[src/mtp_defines.vh]
// Constants for the motor thermal protection block
`ifndef MTP_DEFINES_VH
`define MTP_DEFINES_VH
`define MTP_CLK_NS 10
`define MTP_MS_NS 1000000
`define MTP_OFS_RATED 5'h00
`define MTP_OFS_CFG 5'h04
`define MTP_OFS_TIME 5'h08
`define MTP_OFS_TEMP 5'h0c
`define MTP_OFS_STATUS 5'h10
`define MTP_OFS_IRQ_STAT 5'h14
`define MTP_OFS_IRQ_MASK 5'h18
`define MTP_OFS_FAULT_CLR 5'h1c
`define MTP_CFG_PROT_LSB 0
`define MTP_CFG_OHA_LSB 2
`define MTP_CFG_OHF_LSB 4
`define MTP_CFG_REV_LSB 6
`define MTP_CFG_AIFN_LSB 8
`define MTP_CFG_AILVL_BIT 13
`define MTP_CFG_RLYA_LSB 16
`define MTP_CFG_RLYB_LSB 24
`define MTP_TIME_FILT_LSB 16
`define MTP_TEMP_FAULT_LSB 16
`define MTP_RATED_RST 32'h000003e8
`define MTP_CFG_RST 32'h0000001d
`define MTP_TIME_RST 32'h0014000a
`define MTP_TEMP_RST 32'h0a000800
`define MTP_RATED_MIN_PCT 10
`define MTP_RATED_MAX_PCT 200
`define MTP_PCT_FULL 100
`define MTP_OLTC_MIN 16'h0001
`define MTP_OLTC_MAX 16'h0032
`define MTP_FILT_MAX 16'h03e8
`define MTP_MS_PER_OLTC 16'h007f
`define MTP_OL_SHIFT 8
`define MTP_FILT_SHIFT 3
`define MTP_DETECT_NUM 9'h136
`define MTP_ALARM_NUM 40'h9
`define MTP_ALARM_DEN 40'ha
`define MTP_DER0 9'h1ae
`define MTP_DER1 9'h1ae
`define MTP_DER2 9'h16a
`define MTP_DER3 9'h147
`define MTP_DER4 9'h130
`define MTP_DER5 9'h11f
`define MTP_DER6 9'h113
`define MTP_DER7 9'h108
`define MTP_DER_ONE 9'h100
`define MTP_PROT_OFF 2'h0
`define MTP_PROT_SELF 2'h1
`define MTP_FN_PREALARM 8'h1f
`define MTP_AI_MOTOR_TEMP 5'h0e
`define MTP_OHA_CONTINUE 2'h3
`define MTP_STOP_COAST 2'h1
`define MTP_IRQ_OVL 0
`define MTP_IRQ_PRE 1
`define MTP_IRQ_OHA 2
`define MTP_IRQ_OHF 3
`define MTP_RESP_OKAY 2'h0
`define MTP_RESP_SLVERR 2'h2
`endif

[src/mtp_sync.v]
// Three-flop input synchroniser with agreement filter
`default_nettype none
module mtp_sync #(
    parameter WIDTH = 1
) (
    input wire clock,
    input wire rst_n,
    input wire ce,
    input wire [WIDTH-1:0] din,
    output reg [WIDTH-1:0] dout
);
    reg [WIDTH-1:0] q1;
    reg [WIDTH-1:0] q2;
    reg [WIDTH-1:0] q3;
    integer i;

    always @(posedge clock) begin
        if (!rst_n) begin
            q1 <= {WIDTH{1'b0}};
            q2 <= {WIDTH{1'b0}};
            q3 <= {WIDTH{1'b0}};
            dout <= {WIDTH{1'b0}};
        end else if (ce) begin
            q1 <= din;
            q2 <= q1;
            q3 <= q2;
            for (i = 0; i < WIDTH; i = i + 1) begin
                if (q2[i] == q3[i]) begin
                    dout[i] <= q3[i];
                end
            end
        end
    end
endmodule
`default_nettype wire

[src/mtp_lpf.v]
// First-order low-pass filter for the motor temperature input
`default_nettype none
`include "mtp_defines.vh"
module mtp_lpf #(
    parameter W = 12
) (
    input wire clock,
    input wire rst_n,
    input wire ce,
    input wire msTick,
    input wire [15:0] tcSetting,
    input wire [W-1:0] din,
    output reg [W-1:0] dout
);
    localparam AW = W + `MTP_FILT_SHIFT;
    reg [AW-1:0] acc;
    reg [17:0] stepCnt;
    wire [15:0] tc = (tcSetting > `MTP_FILT_MAX) ? `MTP_FILT_MAX : tcSetting;
    // Step every 1.25*tc ms; with a 1/8 step the time constant is tc*10 ms
    wire stepDue = ({stepCnt, 2'b00} >= ({4'h0, tc} * 20'h5));
    wire [AW-1:0] nextAcc = acc + {{`MTP_FILT_SHIFT{1'b0}}, din}
        - {{`MTP_FILT_SHIFT{1'b0}}, acc[AW-1:`MTP_FILT_SHIFT]};

    always @(posedge clock) begin
        if (!rst_n) begin
            acc <= {AW{1'b0}};
            stepCnt <= 18'h0;
            dout <= {W{1'b0}};
        end else if (ce) begin
            if (tc == 16'h0) begin
                acc <= {din, {`MTP_FILT_SHIFT{1'b0}}};
                dout <= din;
                stepCnt <= 18'h0;
            end else if (msTick) begin
                if (stepDue) begin
                    stepCnt <= 18'h1;
                    acc <= nextAcc;
                    dout <= nextAcc[AW-1:`MTP_FILT_SHIFT];
                end else begin
                    stepCnt <= stepCnt + 18'h1;
                end
            end
        end
    end
endmodule
`default_nettype wire

[src/mtp_top.v]
// Motor thermal protection: overload integrator, overheat, direction gate
//
// The implementer's own choices: register access over AXI4-Lite and the register offsets.
`default_nettype none
`include "mtp_defines.vh"
module mtp_top #(
    parameter MS_CYCLES = `MTP_MS_NS / `MTP_CLK_NS,
    parameter [15:0] DRIVE_RATED_CURRENT = 16'd1000,
    parameter [15:0] BASE_FREQ = 16'd5000,
    parameter AI_W = 12
) (
    input wire clock,
    input wire rst_n,
    input wire ce,
    input wire [4:0] s_axi_awaddr,
    input wire s_axi_awvalid,
    output reg s_axi_awready,
    input wire [31:0] s_axi_wdata,
    input wire [3:0] s_axi_wstrb,
    input wire s_axi_wvalid,
    output reg s_axi_wready,
    output reg [1:0] s_axi_bresp,
    output reg s_axi_bvalid,
    input wire s_axi_bready,
    input wire [4:0] s_axi_araddr,
    input wire s_axi_arvalid,
    output reg s_axi_arready,
    output reg [31:0] s_axi_rdata,
    output reg [1:0] s_axi_rresp,
    output reg s_axi_rvalid,
    input wire s_axi_rready,
    input wire [15:0] outputCurrent,
    input wire [15:0] outputFreq,
    input wire [AI_W-1:0] analogInputTwo,
    input wire fwdRunPin,
    input wire revRunPin,
    output reg runFwd,
    output reg runRev,
    output reg phaseSwap,
    output reg stopCmd,
    output reg [1:0] stopMode,
    output reg relayContactA,
    output reg relayContactB,
    output reg faultRelay,
    output reg motorOverheatAlarm,
    output reg irq
);
    localparam [15:0] RATED_LO = (DRIVE_RATED_CURRENT * `MTP_RATED_MIN_PCT) / `MTP_PCT_FULL;
    localparam [15:0] RATED_HI = (DRIVE_RATED_CURRENT * `MTP_RATED_MAX_PCT) / `MTP_PCT_FULL;

    reg [31:0] ratedReg;
    reg [31:0] cfgReg;
    reg [31:0] timeReg;
    reg [31:0] tempReg;
    reg [3:0] irqStatus;
    reg [3:0] irqMask;
    reg faultClr;
    reg awHeld;
    reg wHeld;
    reg [4:0] awAddrQ;
    reg [31:0] wDataQ;
    reg [3:0] wStrbQ;
    reg [16:0] msCnt;
    reg msTick;
    reg [15:0] olCnt;
    reg [33:0] theta;
    reg motorOverloadFault;
    reg motorOverheatFault;
    reg preAlarm;
    reg ohAlarm;
    reg [3:0] derIdx;
    reg [8:0] derate;
    reg [31:0] rdMux;
    reg rdOk;
    integer k;

    wire [1:0] overloadProtectSelect = cfgReg[`MTP_CFG_PROT_LSB +: 2];
    wire [1:0] overheatAlarmAction = cfgReg[`MTP_CFG_OHA_LSB +: 2];
    wire [1:0] overheatFaultAction = cfgReg[`MTP_CFG_OHF_LSB +: 2];
    wire [1:0] reverseProhibitSelect = cfgReg[`MTP_CFG_REV_LSB +: 2];
    wire [4:0] analogInTwoFunction = cfgReg[`MTP_CFG_AIFN_LSB +: 5];
    wire [7:0] relayOutputAFunction = cfgReg[`MTP_CFG_RLYA_LSB +: 8];
    wire [7:0] relayOutputBFunction = cfgReg[`MTP_CFG_RLYB_LSB +: 8];
    wire [15:0] olTcRaw = timeReg[15:0];
    wire [15:0] tempFilterTc = timeReg[`MTP_TIME_FILT_LSB +: 16];
    wire [15:0] ohAlarmLevel = tempReg[15:0];
    wire [15:0] ohFaultLevel = tempReg[`MTP_TEMP_FAULT_LSB +: 16];

    // Bus handshakes
    wire awGo = s_axi_awvalid & s_axi_awready;
    wire wGo = s_axi_wvalid & s_axi_wready;
    wire arGo = s_axi_arvalid & s_axi_arready;
    wire doWrite = awHeld & wHeld & ~s_axi_bvalid;
    wire next_awHeld = (awHeld | awGo) & ~doWrite;
    wire next_wHeld = (wHeld | wGo) & ~doWrite;
    wire next_bvalid = doWrite | (s_axi_bvalid & ~s_axi_bready);
    wire next_rvalid = arGo | (s_axi_rvalid & ~s_axi_rready);
    wire wrMapped = (awAddrQ[4:2] <= `MTP_OFS_FAULT_CLR >> 2) && (awAddrQ[1:0] == 2'b00);
    wire [31:0] strbMask = {{8{wStrbQ[3]}}, {8{wStrbQ[2]}}, {8{wStrbQ[1]}}, {8{wStrbQ[0]}}};
    wire [31:0] wBits = wDataQ & strbMask;

    // Base current and detection level
    wire [15:0] ratedSet = ratedReg[15:0];
    wire [15:0] ratedCur = (ratedSet < RATED_LO) ? RATED_LO :
        (ratedSet > RATED_HI) ? RATED_HI : ratedSet;
    wire [31:0] ratedSq = ratedCur * ratedCur;
    wire [40:0] detectFull = ratedSq * `MTP_DETECT_NUM;
    wire [33:0] detectLevel = {1'b0, detectFull[40:8]};
    wire [15:0] olTc = (olTcRaw < `MTP_OLTC_MIN) ? `MTP_OLTC_MIN :
        (olTcRaw > `MTP_OLTC_MAX) ? `MTP_OLTC_MAX : olTcRaw;
    wire [31:0] olPeriodFull = olTc * `MTP_MS_PER_OLTC;
    wire [15:0] olPeriod = olPeriodFull[15:0];
    wire protOn = (overloadProtectSelect != `MTP_PROT_OFF);

    // Heating term: squared current, scaled up when self-cooling weakens
    wire [31:0] curSq = outputCurrent * outputCurrent;
    wire [40:0] heatFull = curSq * derate;
    wire [33:0] heat = {1'b0, heatFull[40:8]};
    wire [34:0] diff = {1'b0, heat} - {1'b0, theta};
    wire [34:0] diffStep = {{`MTP_OL_SHIFT{diff[34]}}, diff[34:`MTP_OL_SHIFT]};
    wire [34:0] thetaSum = {1'b0, theta} + diffStep;
    wire [39:0] thetaScaled = {6'h0, theta} * `MTP_ALARM_DEN;
    wire [39:0] detectScaled = {6'h0, detectLevel} * `MTP_ALARM_NUM;
    wire next_preAlarm = protOn & (thetaScaled >= detectScaled);
    wire ovlTrip = protOn & (theta >= detectLevel);

    // Temperature path
    wire [AI_W-1:0] tempFilt;
    wire tempSel = (analogInTwoFunction == `MTP_AI_MOTOR_TEMP);
    wire next_ohAlarm = tempSel & ({{(16-AI_W){1'b0}}, tempFilt} >= ohAlarmLevel);
    wire ohTrip = tempSel & ({{(16-AI_W){1'b0}}, tempFilt} >= ohFaultLevel);

    wire [1:0] runSync;
    wire next_ovlFault = (motorOverloadFault | ovlTrip) & ~(faultClr & ~ovlTrip);
    wire next_ohFault = (motorOverheatFault | ohTrip) & ~(faultClr & ~ohTrip);
    wire next_fault = next_ovlFault | next_ohFault;
    wire alarmStops = next_ohAlarm & (overheatAlarmAction != `MTP_OHA_CONTINUE);
    wire next_stop = next_fault | alarmStops;
    wire revBlock = reverseProhibitSelect[0];
    wire [3:0] irqEvents = {ohTrip & ~motorOverheatFault, next_ohAlarm & ~ohAlarm,
        next_preAlarm & ~preAlarm, ovlTrip & ~motorOverloadFault};
    wire [3:0] irqClr = (doWrite && awAddrQ == `MTP_OFS_IRQ_STAT) ? wBits[3:0] : 4'h0;
    wire [3:0] next_irqStatus = (irqStatus & ~irqClr) | irqEvents;

    mtp_sync #(
        .WIDTH(2)
    ) uRunSync (
        .clock(clock),
        .rst_n(rst_n),
        .ce(ce),
        .din({revRunPin, fwdRunPin}),
        .dout(runSync)
    );

    mtp_lpf #(
        .W(AI_W)
    ) uTempFilter (
        .clock(clock),
        .rst_n(rst_n),
        .ce(ce),
        .msTick(msTick),
        .tcSetting(tempFilterTc),
        .din(analogInputTwo),
        .dout(tempFilt)
    );

    // Cooling derate index: eighths of base frequency reached
    always @* begin
        derIdx = 4'h0;
        for (k = 1; k <= 8; k = k + 1) begin
            if ({13'h0, outputFreq, 3'b000} >= k * BASE_FREQ) begin
                derIdx = k[3:0];
            end
        end
        if (overloadProtectSelect != `MTP_PROT_SELF) begin
            derate = `MTP_DER_ONE;
        end else begin
            case (derIdx)
                4'h0: derate = `MTP_DER0;
                4'h1: derate = `MTP_DER1;
                4'h2: derate = `MTP_DER2;
                4'h3: derate = `MTP_DER3;
                4'h4: derate = `MTP_DER4;
                4'h5: derate = `MTP_DER5;
                4'h6: derate = `MTP_DER6;
                4'h7: derate = `MTP_DER7;
                default: derate = `MTP_DER_ONE;
            endcase
        end
    end

    always @* begin
        rdOk = 1'b1;
        case (s_axi_araddr)
            `MTP_OFS_RATED: rdMux = {16'h0, ratedSet};
            `MTP_OFS_CFG: rdMux = cfgReg;
            `MTP_OFS_TIME: rdMux = timeReg;
            `MTP_OFS_TEMP: rdMux = tempReg;
            `MTP_OFS_STATUS: rdMux = {theta[33:18], 9'h0, runRev, runFwd, phaseSwap,
                motorOverheatFault, ohAlarm, preAlarm, motorOverloadFault};
            `MTP_OFS_IRQ_STAT: rdMux = {28'h0, irqStatus};
            `MTP_OFS_IRQ_MASK: rdMux = {28'h0, irqMask};
            `MTP_OFS_FAULT_CLR: rdMux = 32'h0;
            default: begin
                rdMux = 32'h0;
                rdOk = 1'b0;
            end
        endcase
    end

    // Bus slave and registers
    always @(posedge clock) begin
        if (!rst_n) begin
            s_axi_awready <= 1'b0;
            s_axi_wready <= 1'b0;
            s_axi_bvalid <= 1'b0;
            s_axi_bresp <= `MTP_RESP_OKAY;
            s_axi_arready <= 1'b0;
            s_axi_rvalid <= 1'b0;
            s_axi_rresp <= `MTP_RESP_OKAY;
            s_axi_rdata <= 32'h0;
            awHeld <= 1'b0;
            wHeld <= 1'b0;
            awAddrQ <= 5'h0;
            wDataQ <= 32'h0;
            wStrbQ <= 4'h0;
            ratedReg <= `MTP_RATED_RST;
            cfgReg <= `MTP_CFG_RST;
            timeReg <= `MTP_TIME_RST;
            tempReg <= `MTP_TEMP_RST;
            irqMask <= 4'h0;
            faultClr <= 1'b0;
        end else if (ce) begin
            awHeld <= next_awHeld;
            wHeld <= next_wHeld;
            s_axi_awready <= ~next_awHeld & ~next_bvalid;
            s_axi_wready <= ~next_wHeld & ~next_bvalid;
            s_axi_bvalid <= next_bvalid;
            s_axi_arready <= ~next_rvalid;
            s_axi_rvalid <= next_rvalid;
            faultClr <= 1'b0;
            if (awGo) begin
                awAddrQ <= s_axi_awaddr;
            end
            if (wGo) begin
                wDataQ <= s_axi_wdata;
                wStrbQ <= s_axi_wstrb;
            end
            if (arGo) begin
                s_axi_rdata <= rdMux;
                s_axi_rresp <= rdOk ? `MTP_RESP_OKAY : `MTP_RESP_SLVERR;
            end
            if (doWrite) begin
                s_axi_bresp <= wrMapped ? `MTP_RESP_OKAY : `MTP_RESP_SLVERR;
                case (awAddrQ)
                    `MTP_OFS_RATED: ratedReg <= (ratedReg & ~strbMask) | {16'h0, wBits[15:0]};
                    `MTP_OFS_CFG: cfgReg <= (cfgReg & ~strbMask) | wBits;
                    `MTP_OFS_TIME: timeReg <= (timeReg & ~strbMask) | wBits;
                    `MTP_OFS_TEMP: tempReg <= (tempReg & ~strbMask) | wBits;
                    `MTP_OFS_IRQ_MASK: irqMask <= (irqMask & ~strbMask[3:0]) | wBits[3:0];
                    `MTP_OFS_FAULT_CLR: faultClr <= wBits[0];
                    default: faultClr <= 1'b0;
                endcase
            end
        end
    end

    // Protection state and outputs
    always @(posedge clock) begin
        if (!rst_n) begin
            msCnt <= 17'h0;
            msTick <= 1'b0;
            olCnt <= 16'h0;
            theta <= 34'h0;
            motorOverloadFault <= 1'b0;
            motorOverheatFault <= 1'b0;
            preAlarm <= 1'b0;
            ohAlarm <= 1'b0;
            irqStatus <= 4'h0;
            irq <= 1'b0;
            runFwd <= 1'b0;
            runRev <= 1'b0;
            phaseSwap <= 1'b0;
            stopCmd <= 1'b0;
            stopMode <= 2'h0;
            relayContactA <= 1'b0;
            relayContactB <= 1'b0;
            faultRelay <= 1'b0;
            motorOverheatAlarm <= 1'b0;
        end else if (ce) begin
            msTick <= (msCnt == MS_CYCLES - 1);
            msCnt <= (msCnt == MS_CYCLES - 1) ? 17'h0 : msCnt + 17'h1;
            if (!protOn) begin
                theta <= 34'h0;
                olCnt <= 16'h0;
            end else if (msTick) begin
                if (olCnt + 16'h1 >= olPeriod) begin
                    olCnt <= 16'h0;
                    theta <= thetaSum[33:0];
                end else begin
                    olCnt <= olCnt + 16'h1;
                end
            end
            motorOverloadFault <= next_ovlFault;
            motorOverheatFault <= next_ohFault;
            preAlarm <= next_preAlarm;
            ohAlarm <= next_ohAlarm;
            motorOverheatAlarm <= next_ohAlarm;
            faultRelay <= next_fault;
            relayContactA <= (relayOutputAFunction == `MTP_FN_PREALARM)
                & next_preAlarm & ~next_fault;
            relayContactB <= (relayOutputBFunction == `MTP_FN_PREALARM)
                & next_preAlarm & ~next_fault;
            irqStatus <= next_irqStatus;
            irq <= |(next_irqStatus & irqMask);
            stopCmd <= next_stop;
            if (next_ovlFault) begin
                stopMode <= `MTP_STOP_COAST;
            end else if (next_ohFault) begin
                stopMode <= overheatFaultAction;
            end else begin
                stopMode <= overheatAlarmAction;
            end
            runFwd <= runSync[0] & ~next_stop;
            runRev <= runSync[1] & ~runSync[0] & ~revBlock & ~next_stop;
            phaseSwap <= reverseProhibitSelect[1];
        end
    end
endmodule
`default_nettype wire

[config.mk]
export PLATFORM = sky130hd
export DESIGN_NAME = mtp_top
export DESIGN_NICKNAME = d
export VERILOG_FILES = /design/src/mtp_sync.v /design/src/mtp_lpf.v /design/src/mtp_top.v
export VERILOG_INCLUDE_DIRS = /design/src
export SDC_FILE = /design/constraint.sdc
export NUM_CORES = 2
export LEC_CHECK = 0
export BUFFER_PORTS_ARGS = -buffer_cell sky130_fd_sc_hd__buf_2
export CELL_PAD_IN_SITES_DETAIL_PLACEMENT = 1
export CELL_PAD_IN_SITES_GLOBAL_PLACEMENT = 2
export CORE_MARGIN = 3
export CORE_UTILIZATION = 30
export DETAILED_ROUTE_END_ITERATION = 8
export GPL_TIMING_DRIVEN = 0
export PLACE_DENSITY = 0.62
export SYNTH_ARGS = -nofsm -noshare
export SYNTH_HDL_FRONTEND = slang
export SYNTH_SLANG_ARGS = --single-unit
[constraint.sdc]
create_clock -name clock -period 36.7 [get_ports clock]
set_input_delay 7.34 -clock clock [delete_from_list [all_inputs] [get_ports clock]]
set_output_delay 7.34 -clock clock [all_outputs]
set_load 0.005 [all_outputs]
==> metrics <==
leading area contributor after synthesis=fa_1; fin crit period=23.78 ns; Worst path slowest cell=a2111oi_1; clock skew=0.03397 ns; Max Fclk=42.05 MHz; number of library cell types mapped by synthesis=88; number of synthesized flops with an enable pin=0; first drt pass iteration count=6; Post-Syn Area=52790 um^2; initial detailed-routing violation count=1704; WP data arrival=24.32 ns; Core Area=174400 um^2; Util after Layout=0.3354; most frequent cells in the layout=1005 x inv_1, 735 x ha_1, 663 x nand2_1; nets=8005; hpwl dp=154.3 mm; Seq/Total Area, Yosys=0.1236; worst hold path type=register to register; Layout Cells excl Fill=8872; crit path launch=outputCurrent[1]; Die Ht=425.5 um; Final setup viols=0; worst path required time=37.24 ns; P&R area growth vs syn=10.82%; Synth Flop Type=dfxtp_1; post-CTS sizing=0; largest net degree at the start of global routing=14; vias in the first global route=46640; IO buf count=139; first-pass GRT wire length=277.3 mm; Final ANT Viol Nets=0; global placement routability congestion=0.8412; share of layout cells above drive strength 1=0.04463; fin crit share=0.6480; Worst-Margin Slew=1.422 ns; Clock Root Buffer=clkbuf_16; Startpoint Class=input pin; Cells after Synth=6171; Inst Count DP=8787; Final Hold Fails=0; wirelength, routed=178.2 mm; initial antenna violation count=13; status=complete, no violations; CP dominant cell by count=fa_1; Clock Latency Late Sink=0.62 ns; hold buffer count at CTS=0; WL per Instance=20.09 um; synth top area cells=fa_1 25%, ha_1 17%, dfxtp_1 12%; Hold Crit Start=uTempFilter.acc[0]$_SDFFE_PN0P_; GRT overflow=0; postcts setup bufs=0; Setup CP Type=input pin to register; critical-path maximum fanout=10; Final Slew Violations=0; Slew headroom=0.05103; # H-tree levels=2; clk buf depth=3; # IOs=152; commonest non-fill, non-tap cell in the layout=inv_1; cts bufs inserted=46; Avg Cell Area, Syn=8.554 um^2; Die W=425.5 um; Async S/R FF share, synth=0; total number of vias=43360; Die Area=181000 um^2; Max-cap violations=0; #FFs+latches synth=326; crit-path max cell delay=0.80 ns; row count=153; CTS clock-pin slew for the worst setup and hold paths=0.06 ns; Initial Utilization=0.3027; GRT Total Usage=0.1972; clk sinks=326; residual DRC count=0; RSZ-0062 raised after global routing=false; Worst Setup End Kind=register; top cell type's share of synthesized area=0.2503; CTS tree=done; TNS Setup=0 ns; Yosys warning count=0; Avg Vias per Cell=4.887
[kinds of logic after synthesis]
family / count (synthesis) / share of synthesized area
AND/OR/NAND/NOR: 1752 / 0.1549
XOR/XNOR: 316 / 0.05243
flip-flops: 326 / 0.1236
adder cells (fa/ha/maj): 1397 / 0.4249
buffers and inverters: 1180 / 0.08427
AO/OA/AOI/OAI: 1128 / 0.1435
multiplexers: 70 / 0.01614
other: 2 / 0.0001423
[path summary, 6_finish.rpt]
check / cells after the start / slack, ns / endpoint
worst max-delay path: 60 / 12.92 / theta[33]$_SDFFE_PN0P_
worst min-delay path: 2 / 0.46 / uTempFilter.acc[0]$_SDFFE_PN0P_
worst max register to register: 58 / 19.85 / irqStatus[1]$_SDFFE_PN0P_
worst min register to register: 2 / 0.46 / uTempFilter.acc[0]$_SDFFE_PN0P_
[metrics by stage]
stage | setup slack [ns] | instance area [um^2] | hold slack, ns
2_1_floorplan | 15.87 | 53340 | 0.4318
3_3_place_gp | 12.44 | 56950 | 0.4472
3_5_place_dp | 12.38 | 56990 | 0.4610
4_1_cts | 13.00 | 58490 | 0.4717
5_1_grt | 11.78 | 58490 | 0.4967
6_report | 12.92 | 58500 | 0.4641
[cell type report]
type,instances,area [um^2]
Sequential cell,326,6526
Buffer,173,668.1
Clock inverter,18,188.9
Fill cell,20760,115900
Inverter,1007,3780
Timing Repair Buffer,142,723.2
Antenna cell,4,10.01
Multi-Input combinational cell,4814,42390
Tap cell,2325,2909
Clock buffer,63,1306
[metal layers]
metal	up-vias	share of wire	track usage	wire, um
met1	21770	0.46	0.2581	81390
met3	161	0.028	0.01810	5039
met2	508	0.49	0.3501	87570
li1	20920	-	-	-
met4	4	0.023	0.04347	4182
met5	-	0.00017	0	31
[critical path, delay by kind of cell]
kind | cells | cell delay [ns]
fa+ha+maj | 14 | 6.40
compound gates | 25 | 5.97
simple gates | 11 | 2.19
buf+inv | 9 | 1.68
xor+xnor | 1 | 0.70
[cell usage after synthesis, types with 14 or more instances]
library cell / n
a211oi_1: 25
a21boi_0: 139
a21o_1: 151
a21oi_1: 247
a22oi_1: 48
a31oi_1: 14
a32oi_1: 14
and2_1: 114
and3_1: 50
buf_1: 14
clkbuf_1: 152
dfxtp_1: 326
fa_1: 660
ha_1: 735
inv_1: 1005
mux2_2: 21
mux2i_1: 39
nand2_1: 663
nand2b_1: 43
nand3_1: 187
nand4_1: 43
nor2_1: 360
nor2b_1: 124
nor3_1: 70
nor4_1: 22
o211a_1: 15
o211ai_1: 35
o21a_1: 52
o21ai_0: 194
o21bai_1: 33
o22ai_1: 27
or2_2: 19
or3_1: 19
xnor2_1: 192
xor2_1: 124
Power is not shown: default switching activity piles up to over one toggle a cycle in this logic, so the estimate is an artifact.
